<file path="config.mk">
export PLATFORM = sky130hd
export DESIGN_NAME = iper_top
export DESIGN_NICKNAME = d
export VERILOG_FILES = /design/src/hdl/iper_pkg.sv /design/src/hdl/iper_operand_if.sv /design/src/hdl/iper_resolve.sv /design/src/hdl/iper_top.sv
export SDC_FILE = /design/constraint.sdc
export NUM_CORES = 1
export LEC_CHECK = 0
export ABC_AREA = 1
export BUFFER_PORTS_ARGS = -buffer_cell sky130_fd_sc_hd__buf_2
export CORE_ASPECT_RATIO = 0.6
export CORE_MARGIN = 2
export CORE_UTILIZATION = 30
export DETAILED_ROUTE_END_ITERATION = 8
export GPL_ROUTABILITY_DRIVEN = 1
export GPL_TIMING_DRIVEN = 0
export SLEW_MARGIN = 15
export SYNTH_ARGS = -nofsm -noshare
export SYNTH_HDL_FRONTEND = slang
export SYNTH_SLANG_ARGS = --single-unit
</file>
<file path="constraint.sdc">
create_clock -name core_clk -period 3.5 [get_ports core_clk]
set_input_delay 0.7 -clock core_clk [delete_from_list [all_inputs] [get_ports core_clk]]
set_output_delay 0.7 -clock core_clk [all_outputs]
set_load 0.01 [all_outputs]
</file>
<file path="src/hdl/iper_pkg.sv">
// Constants, field layouts and types of the indirect pointer and environment block.
// Assumes a single core clock and a special-register port driven by the decode stage.
//
// Summary of operation
// - Unimplemented register reads return zero
// - Unimplemented unprotected register writes change nothing
// - Field zero selects matching indirect pointer instead
// - Three independent 8-bit pointers, one per operand
// - Pointer numbers never get stack-pointer offset added
// - Pointers loaded by listed instructions, multiply optional
// - Move-to-special loads pointer from source bits 9-2
// - Move-to-special pointer write takes effect after delay
// - Other loaders set all three from resolved fields
// - Non-move loads check bank protection at load
// - Result pointer: number bits 9-2, zeros below
// - First-source pointer uses same layout
// - Second-source pointer uses same layout
// - Float environment bit 8 selects fast float
// - Bits 7-6 select default rounding mode
// - Bit 5 clear traps float divide by zero
// - Bits 4-2 mask inexact, underflow, overflow traps
// - Bits 1-0 mask reserved-operand and invalid traps
// - Integer bit 1 clear traps divide overflow
// - Integer divide by zero always raises range trap
// - Integer bit 0 clear traps multiply overflow
// - Reserved bits read zero, writes ignored
// - Numbers 128-159 user accessible, 160 up trap
package iper_pkg;

  localparam logic [7:0] SPR_RESULT_PTR = 8'h80;
  localparam logic [7:0] SPR_SOURCE_A_PTR = 8'h81;
  localparam logic [7:0] SPR_SOURCE_B_PTR = 8'h82;
  localparam logic [7:0] SPR_FLOAT_ENV = 8'hA0;
  localparam logic [7:0] SPR_INT_ENV = 8'hA1;
  localparam logic [7:0] SPR_USER_FIRST = 8'h80;
  localparam logic [7:0] SPR_VIRTUAL_FIRST = 8'hA0;

  localparam logic [7:0] GLOBAL_ZERO = 8'h00;
  localparam int PTR_MSB = 9;
  localparam int PTR_LSB = 2;

  localparam int FE_FAST = 8;
  localparam int FE_ROUND_HI = 7;
  localparam int FE_ROUND_LO = 6;
  localparam int FE_MASK_HI = 5;
  localparam int IE_DIV_OVF = 1;
  localparam int IE_MUL_OVF = 0;

  localparam logic [7:0] PTR_RESET = 8'h00;
  localparam logic [8:0] FLOAT_ENV_RESET = 9'h000;
  localparam logic [1:0] INT_ENV_RESET = 2'h0;
  localparam int MTS_DELAY_DEFAULT = 2;

  typedef enum logic [1:0] {
    IPER_RND_NEAREST = 2'b00,
    IPER_RND_MINUS = 2'b01,
    IPER_RND_PLUS = 2'b10,
    IPER_RND_ZERO = 2'b11
  } iper_round_e;

  typedef enum logic [2:0] {
    IPER_CLS_NONE = 3'b000,
    IPER_CLS_SET_POINTERS_INSTR = 3'b001,
    IPER_CLS_EMULATE = 3'b010,
    IPER_CLS_FLOAT = 3'b011,
    IPER_CLS_DIVIDE = 3'b100,
    IPER_CLS_MULTIPLY = 3'b101
  } iper_class_e;

endpackage

</file>
<file path="src/hdl/iper_operand_if.sv">
// Carries one operand field, its pointer and the stack offset to a resolver.
// Assumes the resolver answers combinationally.
`timescale 1ns/10ps
interface iper_operand_if;
  logic [7:0] field;
  logic [7:0] ptr;
  logic [6:0] sp_off;
  logic [7:0] abs_num;
  modport resolver (input field, input ptr, input sp_off, output abs_num);
  modport user (output field, output ptr, output sp_off, input abs_num);
endinterface

</file>
<file path="src/hdl/iper_resolve.sv">
// Turns one instruction register field into an absolute register number.
// Assumes the stack offset is bits 8-2 of the stack pointer shadow.
`timescale 1ns/10ps
module iper_resolve (
  iper_operand_if.resolver op
);

  always_comb begin
    if (op.field == iper_pkg::GLOBAL_ZERO) begin
      op.abs_num = op.ptr;
    end else if (op.field[7]) begin
      op.abs_num = {1'b1, 7'(op.field[6:0] + op.sp_off)};
    end else begin
      op.abs_num = op.field;
    end
  end

endmodule

</file>
<file path="src/hdl/iper_top.sv">
// Indirect pointers and arithmetic environment registers.
// Assumes decode drives all inputs from logic on core_clk.
`timescale 1ns/10ps
module iper_top #(
  parameter int MTS_DELAY = iper_pkg::MTS_DELAY_DEFAULT,
  parameter bit MUL_LOADS_PTRS = 1'b0
) (
  input wire logic core_clk,
  input wire logic rst,
  input wire logic spr_access,
  input wire logic spr_write,
  input wire logic [7:0] spr_num,
  input wire logic [31:0] spr_wdata,
  input wire logic user_mode,
  input wire logic ptr_load,
  input wire iper_pkg::iper_class_e ptr_load_class,
  input wire logic [7:0] first_source_field,
  input wire logic [7:0] second_source_field,
  input wire logic [7:0] destination_field,
  input wire logic [6:0] stack_offset,
  input wire logic [15:0] bank_protect,
  input wire logic [5:0] fp_exc_evt,
  input wire logic int_div_overflow,
  input wire logic int_div_zero,
  input wire logic int_mul_overflow,
  output logic [31:0] spr_rdata_q,
  output logic [7:0] abs_a_q,
  output logic [7:0] abs_b_q,
  output logic [7:0] abs_c_q,
  output logic fast_float_select_q,
  output logic [1:0] float_round_mode_q,
  output logic fp_trap_q,
  output logic range_trap_q,
  output logic prot_trap_q,
  output logic bank_viol_q
);

  if (MTS_DELAY < 1 || MTS_DELAY > 3) begin : g_bad_delay
    $error("MTS_DELAY must lie in 1..3");
  end

  localparam logic [1:0] DELAY_LOAD = 2'(MTS_DELAY);

  typedef struct packed {
    logic [7:0] ptr_a;
    logic [7:0] ptr_b;
    logic [7:0] ptr_c;
    logic [7:0] eff_a;
    logic [7:0] eff_b;
    logic [7:0] eff_c;
    logic [1:0] dly;
    logic [8:0] fenv;
    logic [1:0] ienv;
    logic [31:0] rdata;
    logic [7:0] abs_a;
    logic [7:0] abs_b;
    logic [7:0] abs_c;
    logic fp_trap;
    logic range_trap;
    logic prot_trap;
    logic bank_viol;
  } iper_state_s;

  localparam iper_state_s STATE_RESET = '{
    ptr_a: iper_pkg::PTR_RESET, ptr_b: iper_pkg::PTR_RESET, ptr_c: iper_pkg::PTR_RESET,
    eff_a: iper_pkg::PTR_RESET, eff_b: iper_pkg::PTR_RESET, eff_c: iper_pkg::PTR_RESET,
    dly: 2'h0, fenv: iper_pkg::FLOAT_ENV_RESET, ienv: iper_pkg::INT_ENV_RESET,
    rdata: 32'h00000000, abs_a: 8'h00, abs_b: 8'h00, abs_c: 8'h00,
    fp_trap: 1'b0, range_trap: 1'b0, prot_trap: 1'b0, bank_viol: 1'b0
  };

  iper_state_s s_q;
  iper_state_s s_d;

  ////////////////////////////////////////////////////////////////////////////////
  // Operand resolution, one resolver per operand position.

  iper_operand_if op_a ();
  iper_operand_if op_b ();
  iper_operand_if op_c ();

  assign op_a.field = first_source_field;
  assign op_b.field = second_source_field;
  assign op_c.field = destination_field;
  assign op_a.ptr = s_q.eff_a;
  assign op_b.ptr = s_q.eff_b;
  assign op_c.ptr = s_q.eff_c;
  assign op_a.sp_off = stack_offset;
  assign op_b.sp_off = stack_offset;
  assign op_c.sp_off = stack_offset;

  iper_resolve u_res_a (.op(op_a));
  iper_resolve u_res_b (.op(op_b));
  iper_resolve u_res_c (.op(op_c));

  ////////////////////////////////////////////////////////////////////////////////
  // Next-state logic.

  logic virt_hit;
  logic prot_hit;
  logic wr_ok;
  logic loads_all;

  always_comb begin
    virt_hit = spr_num >= iper_pkg::SPR_VIRTUAL_FIRST;
    prot_hit = virt_hit || (user_mode && spr_num < iper_pkg::SPR_USER_FIRST);
    wr_ok = spr_access && spr_write && !(user_mode && spr_num < iper_pkg::SPR_USER_FIRST);
    unique case (ptr_load_class)
      iper_pkg::IPER_CLS_SET_POINTERS_INSTR,
      iper_pkg::IPER_CLS_EMULATE,
      iper_pkg::IPER_CLS_FLOAT,
      iper_pkg::IPER_CLS_DIVIDE: loads_all = ptr_load;
      iper_pkg::IPER_CLS_MULTIPLY: loads_all = ptr_load && MUL_LOADS_PTRS;
      default: loads_all = 1'b0;
    endcase
  end

  always_comb begin
    s_d = s_q;
    s_d.abs_a = op_a.abs_num;
    s_d.abs_b = op_b.abs_num;
    s_d.abs_c = op_c.abs_num;
    s_d.prot_trap = spr_access && prot_hit;
    s_d.bank_viol = 1'b0;
    s_d.fp_trap = |(fp_exc_evt
      & ~s_q.fenv[iper_pkg::FE_MASK_HI:0]);
    s_d.range_trap = int_div_zero
      || (int_div_overflow && !s_q.ienv[iper_pkg::IE_DIV_OVF])
      || (int_mul_overflow && !s_q.ienv[iper_pkg::IE_MUL_OVF]);
    if (s_q.dly != 2'h0) begin
      s_d.dly = s_q.dly - 2'h1;
      if (s_q.dly == 2'h1) begin
        s_d.eff_a = s_q.ptr_a;
        s_d.eff_b = s_q.ptr_b;
        s_d.eff_c = s_q.ptr_c;
      end
    end
    if (spr_access && !spr_write) begin
      unique case (spr_num)
        iper_pkg::SPR_RESULT_PTR: s_d.rdata = {22'h000000, s_q.ptr_c, 2'h0};
        iper_pkg::SPR_SOURCE_A_PTR: s_d.rdata = {22'h000000, s_q.ptr_a, 2'h0};
        iper_pkg::SPR_SOURCE_B_PTR: s_d.rdata = {22'h000000, s_q.ptr_b, 2'h0};
        iper_pkg::SPR_FLOAT_ENV: s_d.rdata = {23'h000000, s_q.fenv};
        iper_pkg::SPR_INT_ENV: s_d.rdata = {30'h00000000, s_q.ienv};
        default: s_d.rdata = 32'h00000000;
      endcase
    end
    if (wr_ok) begin
      unique case (spr_num)
        iper_pkg::SPR_RESULT_PTR: begin
          s_d.ptr_c = spr_wdata[iper_pkg::PTR_MSB:iper_pkg::PTR_LSB];
          s_d.dly = DELAY_LOAD;
        end
        iper_pkg::SPR_SOURCE_A_PTR: begin
          s_d.ptr_a = spr_wdata[iper_pkg::PTR_MSB:iper_pkg::PTR_LSB];
          s_d.dly = DELAY_LOAD;
        end
        iper_pkg::SPR_SOURCE_B_PTR: begin
          s_d.ptr_b = spr_wdata[iper_pkg::PTR_MSB:iper_pkg::PTR_LSB];
          s_d.dly = DELAY_LOAD;
        end
        iper_pkg::SPR_FLOAT_ENV: s_d.fenv = spr_wdata[iper_pkg::FE_FAST:0];
        iper_pkg::SPR_INT_ENV: s_d.ienv = spr_wdata[iper_pkg::IE_DIV_OVF:0];
        default: s_d.ptr_a = s_q.ptr_a;
      endcase
    end
    if (loads_all) begin
      s_d.ptr_a = op_a.abs_num;
      s_d.ptr_b = op_b.abs_num;
      s_d.ptr_c = op_c.abs_num;
      s_d.eff_a = op_a.abs_num;
      s_d.eff_b = op_b.abs_num;
      s_d.eff_c = op_c.abs_num;
      s_d.dly = 2'h0;
      s_d.bank_viol = user_mode && (bank_protect[op_a.abs_num[7:4]]
        || bank_protect[op_b.abs_num[7:4]] || bank_protect[op_c.abs_num[7:4]]);
    end
  end

  always_ff @(posedge core_clk or posedge rst) begin
    if (rst) begin
      s_q <= STATE_RESET;
    end else begin
      s_q <= s_d;
    end
  end

  ////////////////////////////////////////////////////////////////////////////////
  // Outputs.

  assign spr_rdata_q = s_q.rdata;
  assign abs_a_q = s_q.abs_a;
  assign abs_b_q = s_q.abs_b;
  assign abs_c_q = s_q.abs_c;
  assign fast_float_select_q = s_q.fenv[iper_pkg::FE_FAST];
  assign float_round_mode_q = s_q.fenv[iper_pkg::FE_ROUND_HI:iper_pkg::FE_ROUND_LO];
  assign fp_trap_q = s_q.fp_trap;
  assign range_trap_q = s_q.range_trap;
  assign prot_trap_q = s_q.prot_trap;
  assign bank_viol_q = s_q.bank_viol;
endmodule

</file>
Yosys cells after proc, flatten, opt, wreduce, memory -nomap -nowiden
Index checks and enable logic that the tools add are counted.

Output and inout port bits: 63. Register bits: 121.

Bitwise logic cells: 2. Equal/unequal tests: 10. Mux-type cells: 26. Order comparisons: 5. Add/subtract/negate cells: 4. Reduce and logical (&&, ||, !) cells: 36.

Operators by type and width (number): $mux 8 (9); $mux 50 (1); $pmux 10 s5 (1); $mux 24 (2); $eq 8x8->1 const B (5); $mux 26 (1); $logic_not 8->1 (3); $add 7x7->7 (3); $lt 4x5->1 const B (3); $reduce_bool 2->1 (7); $mux 13 (1); $bmux 1 s4 (3); $reduce_and 2->1 (6); $mux 9 (1); $ge 8x8->1 const B (1); $logic_and 1x1->1 (8); $lt 8x8->1 const B (1); $and 6x6->6 (1); $eq 3x2->1 const B (2); $not 6->6 (1); $reduce_or 6->1 (1); $logic_or 1x1->1 (5); $mux 1 (5); $logic_not 1->1 (4); other kinds (7) (8).

Longest topological paths before layout
Depth in word-level cells: 9. Mapped depth: 20. Gate-level depth less buffers: 19.

By module
From an unflattened synthesis, not the netlist that was laid out.

Cell total of the unflattened synthesis: 862. Area total of the unflattened synthesis: 6498.7 um^2.

Modules (own cells, without submodules): iper_top (times used 1, area each 5139.9 um^2, cells an instance 610, seq. area each 2477.4 um^2); iper_resolve (times used 3, area each 452.9 um^2, cells an instance 84, seq. area each 0.0 um^2).

Least setup slack after synthesis
No wires, ideal clock.

Path kind: input to register. Start: input second_source_field[0]. End: register s_q (netlist bit bank_viol_q). Required time: 3.385 ns. Arrival time: 2.394 ns. Cell stages on the path: 18. Slack: 0.990 ns. Path buffers: 1. Cells stage by stage: ha_1 inv_1 fa_1 inv_1 nand2_1 nand2_1 nand3_1 nand3_1 nand2_2 buf_6 nand2_1 o21ai_1 nand2_1 nand3_1 nand3_1 nand3_2 nor2_1 nor2_1.

RTL lines: start: declaration (line iper_top.sv:18) `input wire logic [7:0] second_source_field,`; end signal: assignment (line iper_top.sv:182) `s_q <= STATE_RESET;`; end signal: assignment (line iper_top.sv:184) `s_q <= s_d;`; end: declaration (line iper_top.sv:72) `iper_state_s s_q;`.

==> reports/results.txt <==
DRT iter0 DRCs = 495
Fmax = 348 MHz
postcts setup bufs = 0
critical-path maximum fanout = 10
synthesized cell area = 6520 sq um
Fin Setup TNS = 0 ps
Crit path arrival time = 3140 ps
clock sinks = 99
FF-to-FF path depth = 6
distinct cell type count after synthesis = 45
Worst-path clk slew = 60 ps
Starting Density = 30.8%
CTS tree = yes
CP endpoint kind = flop
layout cells sized above 1 = 23.6%
RSZ-0062 raised after global routing = no
Post-synth EDFFs = 0
ANT cells = 0
clock buffer depth = 2
# hold bufs at CTS = 0
Placer Congestion = 0.903
Slew Limit Fails = 0
Fin. Hold Viols = 0
mean post-synth cell area = 7.56 sq um
DRC Markers = 8
status = complete, but fails checks
Final Skew = 6.08 ps
Detailed Place HPWL = 17,300 microns
total clock buffers created by CTS = 9
Cells after Synth = 862
r2r endpoint = op_b.ptr[0]$_DFFE_PP0P_
IO Port Bufs = 121
largest cells by area after synthesis = dfrtp_1, nand2_1, buf_4
Post-synth ARST share = 100%
Worst slew margin = 45.9%
most common cell after layout, fill and taps aside = nand2_1
failing checks = DRC
Final period util = 82.1%
DR WL/cell = 16.2 microns
FP Rows = 41
post-cts sizing count = 0
post-route ant nets = 0
Ports = 168
max cap viols = 0
H-tree depth = 3
vias = 6,205
Die Span Y = 118 microns
top-area cell type share of the netlist area = 38.0%
post-synthesis sequential area ratio = 38.0%
Total GRT Usage = 18.7%
Worst Hold Class = in2async
later-pin clock latency in the skew report = 350 ps
Chip Width = 194 microns
Core ar. = 21,200 sq um
top_reg_cell synth = dfrtp_1
Layout area overhead = 21.4%
detail-routed via count per cell = 4.77
CP Class = in2reg
worst-margin pin slew = 809 ps
Pre-antenna DRT Iters = 9
Tot Pwr = 3.28 mW
endpoints failing setup = 0
global-route wire length before repair = 32,800 microns
setup slack, reg-to-reg = 1560 ps
nets = 1,142
routed wire length = 21,000 microns
Yosys top cell by area = dfrtp_1
CTS root buffer = clkbuf_16
initial antenna violation count = 2
vias in the first global route = 5,842
WP data required = 3770 ps
leakage = 4.20 nW
reg2reg start = s_q[71]$_DFF_PP0_
Cell Pwr Density = 415 nW/um^2
Worst setup SP type = input pin
Worst VDD drop = 0.256 mV
largest net degree at the start of global routing = 70
Yosys warnings = 0
commonest non-fill, non-tap cells in the layout = nand2_1, buf_2, inv_1, dfrtp_1, nand3_1
GRT Residual Overflow = 0
Die ar. = 23,000 sq um
number of synthesized register bits = 99
Tmin final = 2870 ps
## power by group
group / total, mW / switching [mW] / internal, mW / leakage (nW)
logic: 0.817 / 0.496 / 0.320 / 2.84
registers: 1.37 / 0.0865 / 1.28 / 1.21
clock network: 1.10 / 0.450 / 0.649 / 0.152
total: 3.28 / 1.03 / 2.25 / 4.20
## sequential cells by signal, indices dropped and copies added, names as in the netlist, 2 cells and up
name and flops:
abs_a_q 8, abs_b_q 8, abs_c_q 8, float_round_mode_q 2, op_a.ptr 8, op_b.ptr 8
op_c.ptr 8, s_q 34, spr_rdata_q 10
## metal layers
metal  share of wire, %  vias to the layer above  global-route usage, %
li1                   -                     3049                      -
met1                 53                     2900                   30.6
met2                 38                      243                   24.2
met3                8.2                       11                   4.77
met4               0.48                        2                   2.40
met5              0.033                        -                      0
## cells in the mapped netlist, types with 2 or more instances
cell	instances
a21boi_4	2
a21oi_1	27
a221oi_1	10
a31oi_1	7
buf_1	3
buf_4	59
buf_6	4
clkbuf_1	7
dfrtp_1	99
fa_1	3
ha_1	18
inv_1	108
inv_2	5
mux2_2	4
mux2i_1	3
nand2_1	245
nand2_2	9
nand2_4	3
nand3_1	69
nand3_2	4
nand3b_1	3
nand4_1	7
nor2_1	57
nor2_4	5
nor3_1	3
o211ai_1	26
o21ai_0	29
o21ai_1	8
o21bai_1	2
o22ai_1	9
o311ai_0	5
or2_2	2
xnor2_1	2
xor2_1	4
## cells by family (layout without fill, tap and decap cells)
group | count (synthesis) | after routing | synth area share, %
compound gates | 129 | 129 | 12.9
xor+xnor | 6 | 6 | 0.806
fa+ha+maj | 21 | 21 | 4.38
buf+inv | 188 | 326 | 14.9
flops | 99 | 99 | 38.0
mux | 7 | 7 | 1.15
other cells | 1 | 22 | 0.0575
simple gates | 411 | 411 | 27.8
## area by class of cell
| type | count | area (sq um) |
|---|---|---|
| multi-input cells | 596 | 3150 |
| repair buffers | 122 | 633 |
| inverters | 113 | 429 |
| well taps | 279 | 349 |
| clock buffers | 11 | 243 |
| fillers | 2233 | 13300 |
| clock inverters | 5 | 83.8 |
| flip-flops and latches | 99 | 2480 |
| plain buffers | 75 | 546 |
## critical path, stage by stage
cell     delay (ps)
buf_2           160
inv_1           160
fa_1            440
inv_1            80
nand2_1          70
nand2_1          80
nand2_1          50
nand2_1          50
nand3_1         250
nand2_2         230
buf_6           170
nand2_1          60
o21ai_1         120
nand2_1          80
nand3_1          90
nand3_1          90
nand3_2          70
nor2_1           50
nor2_1          130
## metrics by stage
stage	setup slack (ps)	cells	hold WS, ps	instance area [sq um]	utilization, %
after floorplan	210	883	450	6600	-
after global placement	-1160	1283	468	7550	35.7
after detailed placement	324	1284	474	7590	35.8
after CTS	684	1300	327	7910	37.3
after global routing	406	1300	339	7910	37.3
final	625	1300	316	7910	37.3
## how the worst max path moves through the flow
stage | from | end | cells past startpoint
after floorplan | rst | abs_a_q[0]$_DFF_PP0_ | 1
after global placement | rst | fp_trap_q$_DFF_PP0_ | 2
after detailed placement | stack_offset[1] | bank_viol_q$_DFF_PP0_ | 19
after CTS | stack_offset[1] | bank_viol_q$_DFF_PP0_ | 19
after global routing | stack_offset[0] | bank_viol_q$_DFF_PP0_ | 19
final | stack_offset[1] | bank_viol_q$_DFF_PP0_ | 19
Power figures use the tool's default switching activity.
